$ cat src/hdl/tag_pkg.sv
package tag_pkg;
	// Device type code; value is arbitrary
	localparam logic [3:0] DEV_TYPE = 4'h5;
	localparam int ADDR_W = 16;
	localparam int MEM_WORDS = 256;
	localparam int ROW_BYTES = 4;
	localparam int ROW_LSB_W = 2;
	localparam logic [7:0] ERASED = 8'hff;
	localparam int CLK_MHZ = 100;
	localparam int WRITE_CYCLE_TIME_US = 5;
	localparam int WRITE_CYCLES = WRITE_CYCLE_TIME_US * CLK_MHZ;
	localparam logic [3:0] ACK_SLOT = 4'h8;
	localparam int FIFO_DEPTH = 4;
endpackage

$ cat src/hdl/serial_memory_access_with_write_lock.sv
// Behaviour
// - Write: select with direction 0, ack it, ack two address bytes, then data.
// - Locked without password: memory unchanged, data bytes not acknowledged.
// - Sixteen bit byte address, high byte sent first, low byte second.
// - Write cycle starts only on a stop right after a data acknowledge.
// - After the write cycle the counter points past the last byte written.
// - While writing, data line released and all bus traffic ignored.
// - Byte write: locked without password gives no-ack, unchanged; else ack, master stops.
// - Page write holds one to four bytes in one row.
// - Page bytes acked when unlocked or password given; else no-ack.
// - Page write address steps within the row after each page byte.
// - Select not acknowledged while write busy; acknowledged afterwards.
// - Reads work whatever the lock bit.
// - Counter increments by one after each byte read.
// - Random read: dummy write of address, repeated start, read select.
// - Current read: ack read select, send byte at counter, increment.
// - Sequential read: master acks each byte, ends with no-ack and stop.
// - Counter wraps from last address to zero during reads.
// - No acknowledge after a read byte ends the transfer into standby.
// - Memory holds all ones after reset.
// - Select answered only if chip-enable field matches pins; else standby.
// - Data line sampled on clock rise; changes only while clock low.
`timescale 1ns/1ns
`default_nettype none
module serial_memory_access_with_write_lock
	import tag_pkg::*;
#(
	parameter int WRITE_CYCLE_COUNT = WRITE_CYCLES,
	parameter int MEM_SIZE = MEM_WORDS
) (
	input wire logic MCLK,
	input wire logic ARST_N,
	input wire logic SCL,
	input wire logic SDA_IN,
	output logic SDA_OUT,
	output logic SDA_OE,
	input wire logic CHIP_ENABLE_BIT0,
	input wire logic CHIP_ENABLE_BIT1,
	input wire logic WRITE_LOCK,
	input wire logic PASSWORD_OK,
	output logic BUSY,
	output logic [ADDR_W-1:0] ADDR_COUNTER
);
	localparam int MW = $clog2(MEM_SIZE);
	initial begin
		if (WRITE_CYCLE_COUNT < 1) $error("WRITE_CYCLE_COUNT must be positive");
		if ((1 << MW) != MEM_SIZE || MW > ADDR_W || MW < ROW_LSB_W)
			$error("MEM_SIZE must be a power of two within the address space");
	end

	// ------------------------------------------------------------------
	// Pin conditioning and bus events
	// ------------------------------------------------------------------
	logic scl_s;
	logic sda_s;
	logic scl_d;
	logic sda_d;
	pin_sync u_scl (.MCLK(MCLK), .ARST_N(ARST_N), .d(SCL), .q(scl_s));
	pin_sync u_sda (.MCLK(MCLK), .ARST_N(ARST_N), .d(SDA_IN), .q(sda_s));
	always_ff @(posedge MCLK or negedge ARST_N) begin
		if (!ARST_N) begin
			scl_d <= 1'b1;
			sda_d <= 1'b1;
		end else begin
			scl_d <= scl_s;
			sda_d <= sda_s;
		end
	end
	logic scl_rise;
	logic scl_fall;
	logic start_ev;
	logic stop_ev;
	assign scl_rise = scl_s && !scl_d;
	assign scl_fall = !scl_s && scl_d;
	assign start_ev = scl_s && scl_d && sda_d && !sda_s;
	assign stop_ev = scl_s && scl_d && !sda_d && sda_s;

	// ------------------------------------------------------------------
	// Protocol state
	// ------------------------------------------------------------------
	typedef enum logic [2:0] {
		ST_IDLE = 3'b000,
		ST_SELECT = 3'b001,
		ST_ADDR_HI = 3'b010,
		ST_ADDR_LO = 3'b011,
		ST_WDATA = 3'b100,
		ST_RDATA = 3'b101,
		ST_RACK = 3'b110
	} phase_t;
	phase_t phase;
	logic [3:0] bit_cnt;
	logic [7:0] shifter;
	logic ack_drive;
	logic stop_armed;
	logic [ADDR_W-1:0] addr;
	logic [ADDR_W-1:0] page_base;
	logic [ROW_LSB_W:0] page_cnt;
	logic [$clog2(WRITE_CYCLE_COUNT+1)-1:0] wc_cnt;
	logic [7:0] mem [MEM_SIZE];
	logic write_ok;
	logic byte_done;
	logic in_ack_slot;
	logic [7:0] rd_byte;
	assign write_ok = !WRITE_LOCK || PASSWORD_OK;
	assign in_ack_slot = bit_cnt == ACK_SLOT;
	assign byte_done = scl_rise && bit_cnt == 4'h7;
	assign BUSY = wc_cnt != '0;

	function automatic logic [ADDR_W-1:0] wrap_next(input logic [ADDR_W-1:0] a);
		wrap_next = (a + 1'b1) & ADDR_W'(MEM_SIZE - 1);
	endfunction

	// Pending page bytes wait here until the stop commits them
	logic pf_in_valid;
	logic pf_in_ready;
	logic pf_out_valid;
	logic pf_out_ready;
	logic [ADDR_W+7:0] pf_out;
	logic committing;
	logic pf_flush;
	assign pf_in_valid = phase == ST_WDATA && byte_done && write_ok && !committing;
	assign pf_out_ready = committing || pf_flush;
	byte_fifo #(.WIDTH(ADDR_W + 8), .DEPTH(FIFO_DEPTH)) u_page (
		.MCLK(MCLK),
		.ARST_N(ARST_N),
		.in_valid(pf_in_valid),
		.in_ready(pf_in_ready),
		.in_data({page_base, shifter[6:0], sda_s}),
		.out_valid(pf_out_valid),
		.out_ready(pf_out_ready),
		.out_data(pf_out)
	);

	// ------------------------------------------------------------------
	// Bit engine
	// ------------------------------------------------------------------
	always_ff @(posedge MCLK or negedge ARST_N) begin
		if (!ARST_N) begin
			phase <= ST_IDLE;
			bit_cnt <= '0;
			shifter <= '0;
			ack_drive <= 1'b0;
			stop_armed <= 1'b0;
			page_cnt <= '0;
			pf_flush <= 1'b0;
		end else if (BUSY || committing) begin
			phase <= ST_IDLE;
			ack_drive <= 1'b0;
			stop_armed <= 1'b0;
			pf_flush <= 1'b0;
		end else if (start_ev) begin
			phase <= ST_SELECT;
			// The clock fall that closes the start must land on slot zero
			bit_cnt <= ACK_SLOT;
			ack_drive <= 1'b0;
			stop_armed <= 1'b0;
			pf_flush <= pf_out_valid;
		end else if (stop_ev) begin
			phase <= ST_IDLE;
			ack_drive <= 1'b0;
			stop_armed <= 1'b0;
			pf_flush <= !stop_armed && pf_out_valid;
		end else begin
			pf_flush <= pf_flush && pf_out_valid;
			if (scl_rise && bit_cnt < ACK_SLOT) begin
				shifter <= {shifter[6:0], sda_s};
			end
			if (scl_fall) begin
				bit_cnt <= in_ack_slot ? 4'h0 : bit_cnt + 1'b1;
				stop_armed <= 1'b0;
				if (in_ack_slot) begin
					ack_drive <= 1'b0;
					stop_armed <= ack_drive && phase == ST_WDATA;
				end
			end
			if (byte_done) begin
				ack_drive <= 1'b1;
				case (phase)
					ST_SELECT: begin
						if (shifter[6:3] != DEV_TYPE
							|| shifter[1:0] != {CHIP_ENABLE_BIT1, CHIP_ENABLE_BIT0}) begin
							ack_drive <= 1'b0;
							phase <= ST_IDLE;
						end else if (sda_s) begin
							phase <= ST_RDATA;
						end else begin
							phase <= ST_ADDR_HI;
						end
					end
					ST_ADDR_HI: phase <= ST_ADDR_LO;
					ST_ADDR_LO: begin
						phase <= ST_WDATA;
						page_cnt <= '0;
					end
					ST_WDATA: begin
						ack_drive <= write_ok && pf_in_ready;
						page_cnt <= page_cnt + 1'b1;
					end
					ST_RDATA: begin
						ack_drive <= 1'b0;
						phase <= ST_RACK;
					end
					default: begin
						ack_drive <= 1'b0;
						phase <= ST_IDLE;
					end
				endcase
			end
			if (scl_rise && in_ack_slot && phase == ST_RACK) begin
				phase <= sda_s ? ST_IDLE : ST_RDATA;
			end
		end
	end

	// ------------------------------------------------------------------
	// Address counter
	// ------------------------------------------------------------------
	logic [ADDR_W-1:0] last_written;
	always_ff @(posedge MCLK or negedge ARST_N) begin
		if (!ARST_N) begin
			addr <= '0;
			page_base <= '0;
		end else if (committing && !pf_out_valid) begin
			addr <= wrap_next(last_written);
		end else if (!BUSY && !committing && !start_ev && !stop_ev) begin
			if (byte_done && phase == ST_ADDR_HI) begin
				addr[15:8] <= {shifter[6:0], sda_s};
			end
			if (byte_done && phase == ST_ADDR_LO) begin
				addr[7:0] <= {shifter[6:0], sda_s};
				page_base <= {addr[15:8], shifter[6:0], sda_s};
			end
			if (byte_done && phase == ST_WDATA) begin
				page_base[ROW_LSB_W-1:0] <= page_base[ROW_LSB_W-1:0] + 1'b1;
			end
			if (byte_done && phase == ST_RDATA) begin
				addr <= wrap_next(addr);
			end
		end
	end
	assign ADDR_COUNTER = addr;

	// ------------------------------------------------------------------
	// Write cycle and memory array
	// ------------------------------------------------------------------
	always_ff @(posedge MCLK or negedge ARST_N) begin
		if (!ARST_N) begin
			committing <= 1'b0;
			wc_cnt <= '0;
		end else if (committing) begin
			if (!pf_out_valid) begin
				committing <= 1'b0;
				wc_cnt <= ($bits(wc_cnt))'(WRITE_CYCLE_COUNT);
			end
		end else if (BUSY) begin
			wc_cnt <= wc_cnt - 1'b1;
		end else if (stop_ev && stop_armed && pf_out_valid) begin
			committing <= 1'b1;
		end
	end
	always_ff @(posedge MCLK or negedge ARST_N) begin
		if (!ARST_N) begin
			last_written <= '0;
		end else if (committing && pf_out_valid) begin
			last_written <= pf_out[ADDR_W+7:8];
		end
	end
	always_ff @(posedge MCLK or negedge ARST_N) begin
		if (!ARST_N) begin
			for (int i = 0; i < MEM_SIZE; i++) begin
				mem[i] <= ERASED;
			end
		end else if (committing && pf_out_valid) begin
			mem[pf_out[8+MW-1:8]] <= pf_out[7:0];
		end
	end
	assign rd_byte = mem[addr[MW-1:0]];

	// ------------------------------------------------------------------
	// Data line driver
	// ------------------------------------------------------------------
	logic [7:0] tx;
	always_ff @(posedge MCLK or negedge ARST_N) begin
		if (!ARST_N) begin
			tx <= '0;
			SDA_OE <= 1'b0;
		end else if (BUSY || committing || start_ev || stop_ev) begin
			SDA_OE <= 1'b0;
		end else if (scl_fall) begin
			if (bit_cnt == 4'h7) begin
				SDA_OE <= ack_drive;
			end else if (phase == ST_RDATA && (in_ack_slot || bit_cnt < 4'h7)) begin
				tx <= in_ack_slot ? {rd_byte[6:0], 1'b0} : {tx[6:0], 1'b0};
				SDA_OE <= in_ack_slot ? !rd_byte[7] : !tx[7];
			end else begin
				SDA_OE <= 1'b0;
			end
		end
	end
	assign SDA_OUT = 1'b0;

	// ------------------------------------------------------------------
	// Checks
	// ------------------------------------------------------------------
	chk_busy_len: assert property (@(posedge MCLK) disable iff (!ARST_N)
		$rose(BUSY) |-> BUSY [*8])
		else $error("busy dropped early");
	chk_busy_quiet: assert property (@(posedge MCLK) disable iff (!ARST_N)
		BUSY |=> !SDA_OE)
		else $error("data line driven while busy");
	chk_lock_nack: assert property (@(posedge MCLK) disable iff (!ARST_N)
		phase == ST_WDATA && byte_done && !write_ok && !BUSY && !start_ev && !stop_ev
		|=> !ack_drive)
		else $error("locked data acknowledged");
	chk_lock_nowrite: assert property (@(posedge MCLK) disable iff (!ARST_N)
		!write_ok |=> $stable(u_page.wp))
		else $error("locked byte queued");
	chk_commit_armed: assert property (@(posedge MCLK) disable iff (!ARST_N)
		$rose(committing) |-> $past(stop_armed))
		else $error("write started without armed stop");
	chk_read_incr: assert property (@(posedge MCLK) disable iff (!ARST_N)
		phase == ST_RDATA && byte_done && !BUSY && !committing && !start_ev && !stop_ev
		|=> addr == wrap_next($past(addr)))
		else $error("read counter did not step");
	chk_nack_standby: assert property (@(posedge MCLK) disable iff (!ARST_N)
		phase == ST_RACK && scl_rise && in_ack_slot && sda_s && !BUSY && !committing
		&& !start_ev && !stop_ev |=> phase == ST_IDLE)
		else $error("no-ack did not end read");
	chk_commit_bound: assert property (@(posedge MCLK) disable iff (!ARST_N)
		$rose(committing) |-> ##[1:5] !committing)
		else $error("commit too long");
	cov_write: cover property (@(posedge MCLK) disable iff (!ARST_N) $fell(committing));
	cov_read: cover property (@(posedge MCLK) disable iff (!ARST_N) phase == ST_RACK);
	cov_nack: cover property (@(posedge MCLK) disable iff (!ARST_N)
		byte_done && phase == ST_WDATA && !write_ok);
	cov_full_page: cover property (@(posedge MCLK) disable iff (!ARST_N)
		phase == ST_WDATA && page_cnt == (ROW_LSB_W+1)'(ROW_BYTES));
endmodule
`default_nettype wire

$ cat src/hdl/pin_sync.sv
`timescale 1ns/1ns
`default_nettype none
module pin_sync (
	input wire logic MCLK,
	input wire logic ARST_N,
	input wire logic d,
	output logic q
);
	logic s1;
	logic s2;
	logic s3;
	// Three stages; level moves only when stages two and three agree
	always_ff @(posedge MCLK or negedge ARST_N) begin
		if (!ARST_N) begin
			s1 <= 1'b1;
			s2 <= 1'b1;
			s3 <= 1'b1;
		end else begin
			s1 <= d;
			s2 <= s1;
			s3 <= s2;
		end
	end
	always_ff @(posedge MCLK or negedge ARST_N) begin
		if (!ARST_N) begin
			q <= 1'b1;
		end else if (s2 == s3) begin
			q <= s3;
		end
	end
endmodule
`default_nettype wire

$ cat src/hdl/byte_fifo.sv
`timescale 1ns/1ns
`default_nettype none
module byte_fifo #(
	parameter int WIDTH = 24,
	parameter int DEPTH = 4
) (
	input wire logic MCLK,
	input wire logic ARST_N,
	input wire logic in_valid,
	output logic in_ready,
	input wire logic [WIDTH-1:0] in_data,
	output logic out_valid,
	input wire logic out_ready,
	output logic [WIDTH-1:0] out_data
);
	localparam int PW = $clog2(DEPTH);
	initial begin
		if (DEPTH < 2 || (1 << PW) != DEPTH) $error("DEPTH must be a power of two");
	end
	logic [WIDTH-1:0] mem [DEPTH];
	logic [PW:0] wp;
	logic [PW:0] rp;
	assign in_ready = (wp - rp) != (PW+1)'(DEPTH);
	assign out_valid = wp != rp;
	assign out_data = mem[rp[PW-1:0]];
	always_ff @(posedge MCLK or negedge ARST_N) begin
		if (!ARST_N) begin
			wp <= '0;
		end else if (in_valid && in_ready) begin
			wp <= wp + 1'b1;
		end
	end
	always_ff @(posedge MCLK) begin
		if (in_valid && in_ready) begin
			mem[wp[PW-1:0]] <= in_data;
		end
	end
	always_ff @(posedge MCLK or negedge ARST_N) begin
		if (!ARST_N) begin
			rp <= '0;
		end else if (out_valid && out_ready) begin
			rp <= rp + 1'b1;
		end
	end
endmodule
`default_nettype wire

$ cat config.mk
export PLATFORM = sky130hd
export DESIGN_NAME = serial_memory_access_with_write_lock
export DESIGN_NICKNAME = d
export VERILOG_FILES = /design/src/hdl/tag_pkg.sv /design/src/hdl/serial_memory_access_with_write_lock.sv /design/src/hdl/pin_sync.sv /design/src/hdl/byte_fifo.sv
export SDC_FILE = /design/constraint.sdc
export NUM_CORES = 2
export LEC_CHECK = 0
export BUFFER_PORTS_ARGS = -buffer_cell sky130_fd_sc_hd__buf_2
export CAP_MARGIN = 20
export CORE_MARGIN = 2
export CORE_UTILIZATION = 30
export CTS_CLUSTER_SIZE = 25
export DETAILED_ROUTE_END_ITERATION = 16
export GPL_ROUTABILITY_DRIVEN = 0
export PLACE_DENSITY = 0.46
export RECOVER_POWER = 50
export SYNTH_ARGS = -nofsm -noshare
export SYNTH_HDL_FRONTEND = slang
export SYNTH_SLANG_ARGS = --single-unit
$ cat constraint.sdc
create_clock -name MCLK -period 2.99 [get_ports MCLK]
set_clock_uncertainty 0.15 [all_clocks]
set_input_delay 0.299 -clock MCLK [delete_from_list [all_inputs] [get_ports MCLK]]
set_output_delay 0.299 -clock MCLK [all_outputs]
set_load 0.02 [all_outputs]
==> results.md <==
- Status: finished, violations left
- Failing checks: max-capacitance violations, max-slew violations, negative setup slack
- Total power draw: 76.3 mW
- Hold Path End: ack_drive
- Critical path endpoint category: flip-flop
- Drt total wl: 332000 µm
- Final worst path period need: 3.30 ns
- Max-cap viol count: 1
- Register area: 57800 µm²
- Multi-input gate area: 45700 µm²
- Final Hold Vio Count: 0
- DRC: 0
- Setup WS pre-CTS: -0.836 ns
- Core ar.: 342000 µm²
- Commonest non-fill, non-tap cell in the layout: dfstp_2
- Post-route cell area: 131000 µm²
- Setup violations, final: 29
- Most Frequent Cell on Critical Path: buf_12
- Tcrit/Tclk final: 1.10
- Final core occ: 0.381
- Num CTS Buffers: 271
- Internal Power: 53.9 mW
- Max stage delay on crit path: 0.52 ns
- Initial core utilization: 0.301
- Relative slew slack: -0.625
- Max Fclk: 303 MHz
- Maximum vdd drop: 540 µV
- Routed WL per cell: 27.6 µm
- Hold path cells: 6
- Synth warn: 0
- Post-synth EDFFs: 64
- Syn_nets: 6474
- Lkg Pwr: 52.0 nW
- Unique masters post-synth: 79
- CTS tree: yes
- Final WS setup: -0.313 ns
- #FFs+latches synth: 2195
- Grt total ovfl: 0
- DP HPWL: 225000 µm
- Worst r2r src: ADDR_COUNTER[0]
- Slew Limit Fails: 49
- ANT nets after route: 0
- Cell count of the worst reg-to-reg path: 13
- WP data arrival: 3.90 ns
- RSZ-0062 raised after global routing: true
- Hold Startpoint: CHIP_ENABLE_BIT0
- CP Max Fanout: 8
- # IOs: 27
- Ys flop type: dfstp_2
- DIE WIDTH: 590 µm
- Syn-to-layout area delta: 26.7%
- Average size of a mapped cell: 16.0 µm²
- DP Area: 116000 µm²
- Worst min path class: in2reg
- Htree depth: 5
- CP Class: reg2reg
- Fin cells: 12030
- First-pass GRT wire length: 485000 µm
- Antenna violations before repair: 8
- Flop2flop setup slack: -0.31 ns
- Register area share after synthesis: 0.561
- Row cnt: 215
- Dpl cells: 11403
- CP required: 3.59 ns
- Vias: 60779
- Clock group share of total power: 0.438
- Seq pwr share: 0.399
- DR pass1 iterations: 5
- Combinational share of power: 0.163
- Filler Cells Inserted: 31794
- Bufs and invs on worst path: 6
- Clock Sinks: 2195
- Largest net degree at the start of global routing: 147
- CTS Buffer Depth: 4
- Synthesized area: 103000 µm²
- Synth Instances: 6454
- Die area: 348000 µm²
- Sw Pwr: 22.4 mW
- Worst-path clk slew: 0.06 ns
- Number of global-route vias before repair: 65106
- Crit-path leading delay family: multiplexers
- CTS root buf: clkbuf_16
- Initial detailed-routing violation count: 3449
- Slowest CP cell: dfrtp_4
- Port bufs: 25
- Fin Setup TNS: -2.26 ns
- Fraction of registers with async set or reset after synthesis: 0.971
- Final nets: 7297
- Via density: 5.05
- Worst-margin pin slew: 2.44 ns
- Worst skew pair latency: 0.90 ns
- Switching Share: 0.294
- Die H: 590 µm
- Hold_ws: 0.124 ns
- Most frequent cells in the layout: 2054 x dfstp_2, 1708 x mux2_2, 544 x mux4_2, 471 x buf_4, 302 x buf_12
- Share of layout cells above drive strength 1: 0.835
- Pwr/cell area: 585 nW/µm²
- Tot GR Track Use: 0.189
- Critical R2R Capture: tx[6]
- CP Launch Type: flip-flop
- Cells along the critical path: buf_12 -> buf_16 -> buf_12 -> buf_12 -> buf_12 -> mux4_2 -> mux4_2 -> mux2i_2 -> buf_4 -> nand2_2 -> mux2i_1 -> a21o_1 -> o21ai_1
==> Yosys cell counts (all sizes together) (6+ instances only) <==
cell,instances,area share
and2,19,0.0012
o211ai,13,0.00095
dfrtp,73,0.018
nor4b,6,0.00051
nor2b,16,0.00097
xnor2,8,0.00068
nand3b,6,0.00044
o21ai,47,0.0023
a22o,10,0.00085
o22ai,28,0.0017
nor4,10,0.00075
mux4,551,0.12
edfxtp,64,0.019
o221ai,9,0.00077
dfstp,2058,0.52
a32oi,14,0.0012
a31oi,15,0.00091
nand2b,14,0.00085
nor2,207,0.011
nand2,322,0.015
nand3,42,0.0020
a22oi,20,0.0015
and3,15,0.00091
mux2,2073,0.23
xor2,13,0.0011
a21oi,44,0.0021
a221oi,9,0.00077
inv,21,0.00077
mux2i,116,0.011
nand4,15,0.00091
ha,12,0.0015
a211oi,24,0.0017
clkbuf,302,0.011
a211o,15,0.0013
buf,157,0.0088
nor3,29,0.0015
==> layout make-up <==
type / instances / area share
Antenna cell: 5 / 0.0000959
Clock buffer: 396 / 0.0622
Clock inverter: 68 / 0.00687
Inverter: 23 / 0.000738
Multi-Input combinational cell: 3778 / 0.350
Sequential cell: 2195 / 0.443
Tap cell: 4557 / 0.0437
Timing Repair Buffer: 1008 / 0.0929
==> worst register-to-register path, stage by stage (launching register included) <==
cell and delay [ns]:
dfrtp_4 0.52, buf_12 0.16, buf_16 0.16, buf_12 0.18, buf_12 0.15, buf_12 0.12
mux4_2 0.44, mux4_2 0.49, mux2i_2 0.19, buf_4 0.18, nand2_2 0.06, mux2i_1 0.15
a21o_1 0.13, o21ai_1 0.06
==> routing by layer <==
metal	vias to the layer above	GRT usage	routed length (µm)
met5	-	0	0
met4	0	0.0437	9370
met3	406	0.0226	12500
met2	1027	0.311	158000
met1	33499	0.265	152000
li1	25847	-	-
==> worst max path at each step <==
stage,endpoint,startpoint,slack (ns),depth (start not counted)
final,tx[6],ADDR_COUNTER[0],-0.31,13
after global routing,tx[5],ADDR_COUNTER[0],-0.33,12
after CTS,tx[1],ADDR_COUNTER[0],-0.33,9
after detailed placement,SDA_OE,ADDR_COUNTER[0],-0.84,9
after global placement,tx[6],ADDR_COUNTER[0],-0.87,8
after floorplan,mem[1049],u_page.rp[1],-0.07,12
==> sequential cells by signal (all words and copies together), names as in the netlist, 3 cells and up <==
name and cells:
phase 3, page_base 8, u_page.mem 64, ADDR_COUNTER 16, last_written 8, mem 2048, shifter 7, bit_cnt 4
u_page.wp 3, wc_cnt 9, u_page.rp 3, tx 7
==> what timing repair did <==
item,4_1_cts,5_1_grt
gates resized for setup,320,451
setup endpoints to repair,1737,1290
gates cloned,8,5
buffers inserted,62,95
pin swaps,45,104
hold buffers,9,0
endpoints found under the hold margin,388,0
==> kinds of logic (layout without fill, tap and decap cells) <==
group                    after synthesis  count (layout)  share of synthesized area
buffers and inverters                482            1495                     0.0206
flip-flops                          2195            2195                      0.561
multiplexers                        2740            2741                      0.358
adder cells (fa/ha/maj)               14              14                    0.00165
AO/OA/AOI/OAI                        281             281                     0.0188
XOR/XNOR                              21              21                    0.00179
other                                  1               6                  0.0000364
AND/OR/NAND/NOR                      720             720                     0.0374
==> power by group through the flow <==
stage               sequential, mW  combinational [mW]  clock [mW]
global placement              30.8                11.1           0
global route                  30.4                13.2        35.7
CTS                           30.4                11.8        34.5
finish                        30.4                12.4        33.4
floorplan                     30.8                4.85           0
detailed placement            30.8                11.2           0
No activity file was read; power rests on OpenSTA's default activity.
